$ cat src/sst_pkg.sv
// Constants, register map and state record of the shared serial port
// Assumes a 25 MHz system clock and an APB master with 32-bit data
package sst_pkg;
   // ***************************************************
   // Register map (indices; byte address is index * 4)
   // ***************************************************
   localparam logic [7:0] IDX_CTRL = 8'h9D;
   localparam logic [7:0] IDX_ADDR = 8'h9E;
   localparam logic [7:0] IDX_DATA = 8'h9F;
   localparam logic [7:0] IDX_SPI = 8'hA0;
   localparam int ADDR_W = 12;
   localparam logic [ADDR_W-1:0] ADDR_CTRL = {2'h0, IDX_CTRL, 2'h0};
   localparam logic [ADDR_W-1:0] ADDR_ADDR = {2'h0, IDX_ADDR, 2'h0};
   localparam logic [ADDR_W-1:0] ADDR_DATA = {2'h0, IDX_DATA, 2'h0};
   localparam logic [ADDR_W-1:0] ADDR_SPI = {2'h0, IDX_SPI, 2'h0};

   // ***************************************************
   // Field positions
   // ***************************************************
   localparam int B_EN = 7;
   localparam int B_FLAG = 6;
   localparam int B_AA = 3;
   localparam int B_GCEN = 0;
   localparam int B_CLOCK_IDLE_POLARITY = 2;
   localparam int B_CLOCK_SAMPLE_PHASE = 3;
   localparam int B_WRITE_COLLISION_FLAG = 4;
   localparam int B_TRANSFER_COMPLETE_FLAG = 5;
   localparam logic [1:0] FSEL_SPI = 2'h1;
   localparam logic [1:0] FSEL_TWI = 2'h2;
   localparam logic [7:0] SPI_IDLE_BYTE = 8'h00;
   localparam logic [6:0] GC_ADDRESS = 7'h00;
   localparam logic [3:0] BITS = 4'h8;
   localparam logic [3:0] ACK_SLOT = 4'h9;

   // State codes as software sees them
   localparam logic [2:0] C_IDLE = 3'h0;
   localparam logic [2:0] C_ADDR = 3'h1;
   localparam logic [2:0] C_RX = 3'h2;
   localparam logic [2:0] C_TX = 3'h3;
   localparam logic [2:0] C_NACK = 3'h4;
   localparam logic [2:0] C_AAOFF = 3'h5;

   // Pin positions in the synchroniser vectors
   localparam int P_SCK = 0;
   localparam int P_MOSI = 1;
   localparam int P_SS = 2;
   localparam int P_SCL = 3;
   localparam int P_SDA = 4;
   localparam logic [4:0] PINS_IDLE = 5'h1F;

   typedef enum logic [2:0] {
      TW_IDLE, TW_ADDR, TW_RX, TW_TX, TW_NACK, TW_AAOFF
   } sst_tw_state_t;

   typedef struct packed {
      logic [4:0] s1;
      logic [4:0] s2;
      logic [4:0] s3;
      logic [4:0] filt;
      logic en;
      logic flag;
      logic general_call_matched;
      logic aa;
      sst_tw_state_t st;
      logic [7:0] own;
      logic [7:0] dat;
      logic [3:0] cnt;
      logic [7:0] sh;
      logic rw;
      logic sda_low;
      logic [1:0] fsel;
      logic clock_idle_polarity;
      logic clock_sample_phase;
      logic write_collision_flag;
      logic transfer_complete_flag;
      logic tx_loaded;
      logic [7:0] tx_sh;
      logic [7:0] rx_sh;
      logic [7:0] rx_buf;
      logic [3:0] scnt;
      logic miso_oe_n;
      logic [31:0] prdata;
   } sst_state_t;
endpackage

$ cat src/sst_serial_port.sv
// Shared serial port: SPI slave and two-wire slave behind an APB slave
// Assumes SCK, SCL come from the external master, sampled by clk
`timescale 1ns/10ps
`default_nettype none
module sst_serial_port (
   // System
   input wire logic clk,
   input wire logic rst_n,
   // APB slave
   input wire logic psel,
   input wire logic penable,
   input wire logic pwrite,
   input wire logic [sst_pkg::ADDR_W-1:0] paddr,
   input wire logic [31:0] pwdata,
   output logic [31:0] prdata,
   output logic pready,
   output logic pslverr,
   // SPI pins
   input wire logic sck_i,
   input wire logic mosi_i,
   input wire logic ss_n_i,
   output logic miso_o,
   output logic miso_oe_n,
   // Two-wire pins
   input wire logic scl_i,
   input wire logic sda_i,
   output logic sda_o,
   output logic sda_oe_n
);
   import sst_pkg::*;

   sst_state_t q, n;

   // ***************************************************
   // State code seen by software
   // ***************************************************
   // The enum stays free of codes so the machine can be
   // re-encoded; software only ever sees these fixed codes.
   function automatic logic [2:0] code_of(input sst_tw_state_t s);
      case (s)
         TW_IDLE: code_of = C_IDLE;
         TW_ADDR: code_of = C_ADDR;
         TW_RX: code_of = C_RX;
         TW_TX: code_of = C_TX;
         TW_NACK: code_of = C_NACK;
         TW_AAOFF: code_of = C_AAOFF;
         default: code_of = C_IDLE;
      endcase
   endfunction

   // ***************************************************
   // Next-state logic
   // ***************************************************
   always_comb begin
      // Filtered pin levels and their edges
      logic [4:0] prev;
      logic [4:0] cur;
      logic [4:0] rise;
      logic [4:0] fall;

      // Bus decode and mode
      logic wr;
      logic setup;
      logic spi_on;
      logic twi_on;
      logic ss_act;

      // SPI clock edges
      logic lead;
      logic trail;
      logic sample_e;
      logic shift_e;

      // Two-wire bus events
      logic tw_start;
      logic tw_stop;
      logic addr_hit;
      logic gc_hit;
      logic [7:0] rx_new;
      logic [7:0] sh_new;
      // Every helper gets a value first, so none can hold a latch
      prev = 5'h00;
      cur = 5'h00;
      rise = 5'h00;
      fall = 5'h00;
      wr = 1'b0;
      setup = 1'b0;
      spi_on = 1'b0;
      twi_on = 1'b0;
      ss_act = 1'b0;
      lead = 1'b0;
      trail = 1'b0;
      sample_e = 1'b0;
      shift_e = 1'b0;
      tw_start = 1'b0;
      tw_stop = 1'b0;
      addr_hit = 1'b0;
      gc_hit = 1'b0;
      rx_new = 8'h00;
      sh_new = 8'h00;

      n = q;
      // Three-stage synchroniser; a level counts once stages 2 and 3 agree
      n.s1 = {sda_i, scl_i, ss_n_i, mosi_i, sck_i};
      n.s2 = q.s1;
      n.s3 = q.s2;
      n.filt = (q.s2 & q.s3) | (q.filt & (q.s2 ^ q.s3));
      prev = q.filt;
      cur = n.filt;
      rise = cur & ~prev;
      fall = ~cur & prev;
      wr = psel & penable & pwrite;
      setup = psel & ~penable;
      spi_on = (q.fsel == FSEL_SPI);
      twi_on = (q.fsel == FSEL_TWI) && q.en;
      ss_act = ~cur[P_SS];
      rx_new = {q.rx_sh[6:0], cur[P_MOSI]};
      sh_new = {q.sh[6:0], 1'b0};

      // ***************************************************
      // Software writes (hardware sets below take priority)
      // ***************************************************
      if (wr) begin
         case (paddr)
            ADDR_CTRL: begin
               n.en = pwdata[B_EN];
               n.aa = pwdata[B_AA];
               if (!pwdata[B_FLAG]) begin
                  n.flag = 1'b0;
               end
            end
            ADDR_ADDR: begin
               n.own = pwdata[7:0];
            end
            ADDR_DATA: begin
               if (spi_on) begin
                  if (q.scnt != 4'h0) begin
                     n.write_collision_flag = 1'b1;
                  end else begin
                     n.tx_sh = pwdata[7:0];
                     n.tx_loaded = 1'b1;
                  end
               end else begin
                  n.dat = pwdata[7:0];
               end
            end
            ADDR_SPI: begin
               n.fsel = pwdata[1:0];
               n.clock_idle_polarity = pwdata[B_CLOCK_IDLE_POLARITY];
               n.clock_sample_phase = pwdata[B_CLOCK_SAMPLE_PHASE];
               // Write one to clear; a same-cycle hardware set wins
               if (pwdata[B_WRITE_COLLISION_FLAG]) begin
                  n.write_collision_flag = 1'b0;
               end
               if (pwdata[B_TRANSFER_COMPLETE_FLAG]) begin
                  n.transfer_complete_flag = 1'b0;
               end
            end
            default: begin
            end
         endcase
      end

      // ***************************************************
      // SPI slave engine
      // ***************************************************
      // Edges come from the filtered clock, so a link half period must
      // last well beyond the three-flop delay; faster masters are lost.
      // Leading edge leaves the idle level chosen by polarity
      lead = q.clock_idle_polarity ? fall[P_SCK] : rise[P_SCK];
      trail = q.clock_idle_polarity ? rise[P_SCK] : fall[P_SCK];
      sample_e = q.clock_sample_phase ? trail : lead;
      shift_e = q.clock_sample_phase ? lead : trail;
      n.miso_oe_n = ~(spi_on & ss_act);
      if (!spi_on || !ss_act) begin
         n.scnt = 4'h0;
      end else begin
         if (sample_e) begin
            n.rx_sh = rx_new;
            if (q.scnt == BITS - 4'h1) begin
               n.scnt = 4'h0;
               // Held byte is kept until software clears completion
               if (!q.transfer_complete_flag) begin
                  n.rx_buf = rx_new;
                  n.transfer_complete_flag = 1'b1;
               end
               n.tx_loaded = 1'b0;
               n.tx_sh = SPI_IDLE_BYTE;
            end else begin
               n.scnt = q.scnt + 4'h1;
            end
         end
         // Phase one: the first leading edge only starts the byte
         if (shift_e && (!q.clock_sample_phase || q.scnt != 4'h0)) begin
            n.tx_sh = {q.tx_sh[6:0], 1'b0};
         end
      end

      // ***************************************************
      // Two-wire slave engine
      // ***************************************************
      // SDA and SCL share one filter delay, so a data change made while
      // SCL is low can never look like a start or stop.
      tw_start = prev[P_SCL] & cur[P_SCL] & fall[P_SDA];
      tw_stop = prev[P_SCL] & cur[P_SCL] & rise[P_SDA];
      // General call only answers a write; a read would collide
      addr_hit = (q.sh[7:1] == q.own[7:1]);
      gc_hit = (q.sh[7:1] == GC_ADDRESS) && q.own[B_GCEN] && !q.sh[0];
      if (!twi_on) begin
         n.st = TW_IDLE;
         n.sda_low = 1'b0;
         n.cnt = 4'h0;
         n.general_call_matched = 1'b0;
      end else if (tw_start) begin
         if (q.st != TW_IDLE) begin
            n.flag = 1'b1;
         end
         n.st = TW_ADDR;
         n.cnt = 4'h0;
         n.sda_low = 1'b0;
         n.general_call_matched = 1'b0;
      end else if (tw_stop) begin
         if (q.st != TW_IDLE) begin
            n.flag = 1'b1;
         end
         n.st = TW_IDLE;
         n.cnt = 4'h0;
         n.sda_low = 1'b0;
         n.general_call_matched = 1'b0;
      end else if (q.st != TW_IDLE) begin
         if (rise[P_SCL]) begin
            if ((q.st == TW_ADDR || q.st == TW_RX) && q.cnt < BITS) begin
               n.sh = {q.sh[6:0], cur[P_SDA]};
            end
            // Master's answer to a sent byte is read on the ninth rise
            if (q.st == TW_TX && q.cnt == BITS) begin
               if (cur[P_SDA]) begin
                  n.st = TW_NACK;
               end else if (!q.aa) begin
                  n.st = TW_AAOFF;
               end
            end
            if (q.cnt < ACK_SLOT) begin
               n.cnt = q.cnt + 4'h1;
            end
         end
         if (fall[P_SCL]) begin
            case (q.st)
               TW_ADDR: begin
                  if (q.cnt == BITS) begin
                     if (addr_hit || gc_hit) begin
                        n.rw = q.sh[0];
                        n.flag = 1'b1;
                        n.general_call_matched = gc_hit;
                        n.sda_low = 1'b1;
                     end else begin
                        n.st = TW_IDLE;
                     end
                  end else if (q.cnt == ACK_SLOT) begin
                     n.sda_low = 1'b0;
                     n.cnt = 4'h0;
                     n.general_call_matched = 1'b0;
                     if (q.rw) begin
                        n.st = TW_TX;
                        n.sh = q.dat;
                        n.sda_low = ~q.dat[7];
                     end else begin
                        n.st = TW_RX;
                     end
                  end
               end
               TW_RX: begin
                  if (q.cnt == BITS) begin
                     n.dat = q.sh;
                     n.flag = 1'b1;
                     n.sda_low = q.aa;
                  end else if (q.cnt == ACK_SLOT) begin
                     n.sda_low = 1'b0;
                     n.cnt = 4'h0;
                     // A refused byte ends the slave's part of the transfer
                     if (!q.sda_low) begin
                        n.st = TW_IDLE;
                     end
                  end
               end
               TW_TX: begin
                  if (q.cnt >= 4'h1 && q.cnt < BITS) begin
                     n.sh = sh_new;
                     n.sda_low = ~sh_new[7];
                  end else if (q.cnt == BITS) begin
                     n.sda_low = 1'b0;
                     n.flag = 1'b1;
                  end else if (q.cnt == ACK_SLOT) begin
                     n.cnt = 4'h0;
                     n.sh = q.dat;
                     n.sda_low = ~q.dat[7];
                  end
               end
               default: begin
                  // Waiting states keep the line released
                  n.sda_low = 1'b0;
               end
            endcase
         end
      end

      // ***************************************************
      // Read data captured in the setup phase
      // ***************************************************
      // Capturing one cycle early lets pready stay tied high; the
      // value read is the state as the setup cycle found it.
      if (setup) begin
         case (paddr)
            ADDR_CTRL: begin
               n.prdata = {24'h0, q.en, q.flag, 1'b0, q.general_call_matched, q.aa,
                           code_of(q.st)};
            end
            ADDR_ADDR: begin
               n.prdata = {24'h0, q.own};
            end
            ADDR_DATA: begin
               n.prdata = {24'h0, spi_on ? q.rx_buf : q.dat};
            end
            ADDR_SPI: begin
               n.prdata = {25'h0, q.tx_loaded, q.transfer_complete_flag, q.write_collision_flag, q.clock_sample_phase,
                           q.clock_idle_polarity, q.fsel};
            end
            default: begin
               n.prdata = 32'h0;
            end
         endcase
      end
   end

   // ***************************************************
   // State register
   // ***************************************************
   // Synchronisers reset to the idle-high pin levels, so no false edge
   // is seen on the link once reset is released.
   always_ff @(posedge clk or negedge rst_n) begin
      if (!rst_n) begin
         q <= '0;
         q.s1 <= PINS_IDLE;
         q.s2 <= PINS_IDLE;
         q.s3 <= PINS_IDLE;
         q.filt <= PINS_IDLE;
         q.st <= TW_IDLE;
         q.miso_oe_n <= 1'b1;
      end else begin
         q <= n;
      end
   end

   // ***************************************************
   // Outputs
   // ***************************************************
   assign prdata = q.prdata;
   // Zero wait states: every register answers in the first access cycle
   assign pready = 1'b1;
   // Unmapped offsets answer with an error; writes there are dropped
   assign pslverr = psel & penable & (paddr != ADDR_CTRL) &
                    (paddr != ADDR_ADDR) & (paddr != ADDR_DATA) &
                    (paddr != ADDR_SPI);
   // MSB first; the idle byte after a transfer shifts out zeros
   assign miso_o = q.tx_sh[7];
   assign miso_oe_n = q.miso_oe_n;
   // Open drain: only ever pulls low
   assign sda_o = 1'b0;
   assign sda_oe_n = ~q.sda_low;
endmodule
`default_nettype wire

$ cat config.mk
export PLATFORM = sky130hd
export DESIGN_NAME = sst_serial_port
export DESIGN_NICKNAME = d
export VERILOG_FILES = /design/src/sst_pkg.sv /design/src/sst_serial_port.sv
export SDC_FILE = /design/constraint.sdc
export NUM_CORES = 1
export LEC_CHECK = 0
export BUFFER_PORTS_ARGS = -buffer_cell sky130_fd_sc_hd__clkbuf_2
export CAP_MARGIN = 20
export CORE_UTILIZATION = 54
export DETAILED_ROUTE_END_ITERATION = 12
export HOLD_SLACK_MARGIN = 0.05
export PLACE_DENSITY = 0.79
export SKIP_CTS_REPAIR_TIMING = 1
export SLEW_MARGIN = 40
export SYNTH_ARGS = -nofsm -noshare
export SYNTH_HDL_FRONTEND = slang
export SYNTH_SLANG_ARGS = --single-unit
$ cat constraint.sdc
create_clock -name clk -period 6.3 [get_ports clk]
set_input_delay 0.63 -clock clk [delete_from_list [all_inputs] [get_ports clk]]
set_output_delay 0.63 -clock clk [all_outputs]
set_load 0.01 [all_outputs]
* Yosys cells after proc, flatten, opt, wreduce, memory -nomap -nowiden
Cells that the tools add are included.
** Word-level totals
- Register bits after elaboration :: 125
- Input port bits :: 54
- Output and inout bits :: 38
- Word-level logic and storage cells :: 223
** Operators by class
- $add $sub $neg :: 2
- Order comparisons :: 3
- Equality and inequality tests :: 31
- Muxes and demuxes :: 102
- Bitwise logic cells :: 29
- Reductions and logical operators :: 29
** Operators with widths (number)
- $mux W8 :: 15
- $mux W12 :: 5
- $eq A12 B10 Y1 const B :: 4
- $ne A12 B10 Y1 const B :: 4
- $mux W3 :: 15
- $mux W22 :: 2
- $mux W4 :: 9
- $mux W1 :: 35
- $pmux W8 S4 :: 1
- $mux W30 :: 1
- $mux W9 :: 3
- $mux W26 :: 1
- $and A5 B5 Y5 :: 4
- $mux W10 :: 2
- $pmux W8 S2 :: 1
- $pmux W3 S5 :: 1
- $mux W2 :: 6
- $ne A6 B4 Y1 const B :: 2
- $pmux W4 S3 :: 1
- $and A1 B1 Y1 :: 11
- $not A1 Y1 :: 10
- $not A5 Y5 :: 2
- $reduce_and A5 Y1 :: 2
- $add A4 B1 Y4 const B :: 2
- other kinds (33) :: 57

* Longest topological paths before layout
- Word-level depth :: 15
- Mapped depth :: 9

* Least setup slack after synthesis
OpenSTA, ideal clock, no wires.
- Path kind :: input -> register
- From :: input port paddr[1] (netlist bit)
- To :: register q[103] (netlist bit)
- Arrival time :: 2631 ps
- Setup slack :: 3530 ps
- Cell stages on the path :: 6
- Cell sequence :: or4b_1 > or3_4 > nor4_4 > or3b_1 > a222oi_1 > a31oi_1
** RTL lines
- start: declaration :: line sst_serial_port.sv:13 : input wire logic [sst_pkg::ADDR_W-1:0] paddr,
- end signal: assignment :: line sst_serial_port.sv:350 : q <= n;
- end: declaration :: line sst_serial_port.sv:32 : sst_state_t q, n;

==> Flow_metrics.wiki <==
{| class="wikitable"
! Metric !! Value
|-
| Source of the critical timing path || paddr[1]
|-
| Post-layout net count || 680
|-
| Number of hold-slack violations in the final timing report || 0
|-
| Endpoint type of the worst setup path || register
|-
| Share of the clock period used by the worst path after layout || 48.1%
|-
| Buffer type at the clock tree root || sky130_fd_sc_hd__clkbuf_8
|-
| Share of flip-flops with an asynchronous set or reset || between 90% and 100%
|-
| Residual DRC count || 0
|-
| Metal2 WL || approximately 6400 µm
|-
| Cell leakage power || ~2.8 nW
|-
| Post-synth EDFFs || 0
|-
| Wire length of the first global-routing pass || 21900 µm
|-
| Area of the core || about 0.010 mm²
|-
| Number of core rows || 37
|-
| Data required time of the critical path || between 6 and 7 ns
|-
| Minimum clock period after layout || ~3.0 ns
|-
| Final cell count without fillers || approximately 750
|-
| Remaining global-route overflow || 0
|-
| First-iteration detailed-routing DRC count || roughly 400
|-
| Overall track demand over capacity in global routing || between 20% and 30%
|-
| # placed instances || approximately 740
|-
| Synth Instances || 600
|-
| Effective utilization at floorplan || between 50% and 60%
|-
| Final RePlAce weighted congestion || between 0.8 and 0.9
|-
| Remaining number of nets flagged by the antenna check after routing || 0
|-
| Ant diodes || 0
|-
| Detailed-routed wire length on met3 || 853 µm
|-
| Top Layer Used || met4
|-
| Maximum number of pins on one net before global-route repair || 77
|-
| Die boundary width || around 110 µm
|-
| FMAX || about 0.33 GHz
|-
| CTS H-tree lvls || 3
|-
| # fillers || around 900
|-
| Worst flop-to-flop path endpoint || q[76]
|-
| Path type of the worst min-delay path || in2async
|-
| Depth of the most critical reg-to-reg path || 6
|-
| IO Pins || just over 90
|-
| Vias in the first global route || between 4000 and 5000
|-
| Setup WS pre-CTS || between 2 and 3 ns
|-
| Measured slew at the worst slew-check pin || around 0.8 ns
|-
| Status || complete, no violations
|-
| Count of warnings emitted by yosys || 0
|-
| Die height || between 100 and 150 µm
|-
| Worst-path maximum fanout || 11
|-
| Critical Setup Path Class || in2reg
|-
| Proportion of layout cells with a drive suffix above 1 || approximately 21%
|-
| Pre-Repair DR Iteration Count || 6
|-
| Top FF cell, synth || sky130_fd_sc_hd__dfrtp_1
|-
| # clock sinks || 100
|-
| Average cell area after synthesis || approximately 9.7 µm²
|-
| Register area share after synthesis || between 40 and 50%
|-
| Max-cap violations || 0
|-
| I/O Buffers || 41
|-
| Final Slew Violations || 0
|-
| Startpoint class of the critical path || primary input
|-
| Number of antenna violations at the first check in global routing || 0
|-
| Maximum clock path buffer count || 2
|-
| Average routed wire per standard cell || about 18 µm
|-
| CTS clk-pin slew, worst paths || roughly 0.1 ns
|-
| Wire length the detailed router placed on met1 || a little under 6000 µm
|-
| Syn-to-layout area delta || 5.36%
|-
| Count of cell types in the netlist || 64
|-
| Reg-to-Reg Start || n[113]
|-
| Clock latency reported for the late side of the worst-skew pair || approximately 0.38 ns
|-
| TritonCTS clock tree || done
|-
| Sum of routed wire length over all layers || roughly 13000 µm
|-
| Max Clock Skew || ~0.020 ns
|-
| Cts bufs inserted || 9
|-
| Overall via count from detail_route || between 4000 and 5000
|-
| Destination of the critical timing path || q[59]
|-
| TNS Setup || 0 ns
|-
| Number of setup violations in the final report || 0
|-
| Post-synth design cell area || between 0.005 and 0.006 mm²
|-
| Number of vias per cell || 6.11
|-
| Total Die Area || roughly 0.011 mm²
|-
| RSZ-0062 raised after global routing || no
|-
| Power per cell area || 183 mW/mm²
|-
| #FFs+latches synth || 100
|-
| Min setup slack post-route || 3.27 ns
|-
| HPWL after DPL || ~9700 µm
|-
| CP arrival || about 3.3 ns
|-
| Worst supply voltage drop on vdd || approximately 0.15 mV
|-
| Headroom to the max-slew limit || 47.0%
|-
| Setup slack of the most critical reg-to-reg path || about 3.5 ns
|}
[sequential cells by signal, indices dropped and copies added (netlist names)]
| signal | cells |
|---|---|
| prdata | 8 |
| q | 80 |
| miso_oe_n | 1 |
| n | 10 |
| miso_o | 1 |
[cells in the mapped netlist (11+ instances only)]
master | number | area share [%]
sky130_fd_sc_hd__inv_1 | 15 | 0.97
sky130_fd_sc_hd__nor2b_1 | 12 | 1.3
sky130_fd_sc_hd__nand2b_1 | 16 | 1.7
sky130_fd_sc_hd__dfrtp_1 | 79 | 34
sky130_fd_sc_hd__buf_4 | 34 | 4.4
sky130_fd_sc_hd__o21ai_0 | 27 | 2.3
sky130_fd_sc_hd__nor3_1 | 11 | 0.95
sky130_fd_sc_hd__nand2_1 | 65 | 4.2
sky130_fd_sc_hd__dfstp_2 | 21 | 9.5
sky130_fd_sc_hd__nor2_1 | 32 | 2.1
sky130_fd_sc_hd__mux2_2 | 33 | 6.4
sky130_fd_sc_hd__mux2i_1 | 26 | 4.5
sky130_fd_sc_hd__a21oi_1 | 49 | 4.2
sky130_fd_sc_hd__clkbuf_1 | 26 | 1.7
sky130_fd_sc_hd__o22ai_1 | 12 | 1.3
sky130_fd_sc_hd__ha_1 | 13 | 2.8
[worst min-delay path by stage]
stage	startpoint	end	slack, ns	depth (start not counted)
2_1_floorplan	rst_n	miso_o	0.33	0
3_3_place_gp	n[115]	n[110]	0.35	0
3_5_place_dp	n[118]	n[113]	0.35	0
4_1_cts	rst_n	q[45]	0.14	1
5_1_grt	rst_n	q[45]	0.15	1
6_report	rst_n	q[45]	0.13	1
[report_power, final]
part           switching, W  total [W]  leakage, nW  internal, W
sequential       0.00000470   0.000662         1.25     0.000657
clock              0.000242   0.000393       0.0894     0.000151
combinational     0.0000432  0.0000613         1.47    0.0000181
total              0.000290    0.00112         2.81     0.000826
[metal layers]
layer  up-vias  track usage, %
li1       2121               -
met1      2267            35.3
met3        18            3.59
met4         0            8.53
met5         -               0
met2       198            39.9
[worst max-delay path, cell delays in order]
cell and delay, ns:
sky130_fd_sc_hd__clkbuf_2 0.07, sky130_fd_sc_hd__or4b_1 0.55, sky130_fd_sc_hd__nor4_1 0.30, sky130_fd_sc_hd__nand3_1 0.40, sky130_fd_sc_hd__or4b_2 0.95, sky130_fd_sc_hd__mux2i_1 0.17
sky130_fd_sc_hd__o21ai_0 0.22
[placed cells by master (no fill, tap or decap), types with 13 or more instances in the layout]
master and count:
sky130_fd_sc_hd__nand2_1 65, sky130_fd_sc_hd__a21oi_1 49, sky130_fd_sc_hd__conb_1 26, sky130_fd_sc_hd__nand2b_1 16
sky130_fd_sc_hd__inv_1 15, sky130_fd_sc_hd__nor2_1 32, sky130_fd_sc_hd__mux2i_1 25, sky130_fd_sc_hd__o21ai_0 27
sky130_fd_sc_hd__dfrtp_1 79, sky130_fd_sc_hd__clkbuf_2 40, sky130_fd_sc_hd__dfstp_2 21, sky130_fd_sc_hd__ha_1 13
sky130_fd_sc_hd__mux2_2 33
[stage by stage]
step	utilization [%]	hold WS, ns	area [µm²]	total power [W]
2_1_floorplan	-	0.334	5880	0.000713
3_3_place_gp	56.9	0.345	5900	0.000733
3_5_place_dp	57.0	0.347	5910	0.000735
4_1_cts	58.7	0.137	6090	0.00112
5_1_grt	58.8	0.153	6100	0.00116
6_report	58.8	0.129	6100	0.00112
[logic make-up after synthesis]
kind of cell,share of synthesized area (%)
adder cells (fa/ha/maj),2.81
AND/OR/NAND/NOR,17.3
other,0.130
multiplexers,10.9
flip-flops,43.7
buffers and inverters,7.45
AO/OA/AOI/OAI,16.2
XOR/XNOR,1.51
[layout make-up]
type,count,area [µm²],share of cell area (%)
repair buffers,43,226,3.71
clock buffers,10,128,2.09
well taps,136,170,2.79
flip-flops and latches,100,2530,41.4
inverters,15,56.3,0.923
clock inverters,6,53.8,0.882
multi-input cells,444,2940,48.2
Power figures use the tool's default switching activity.
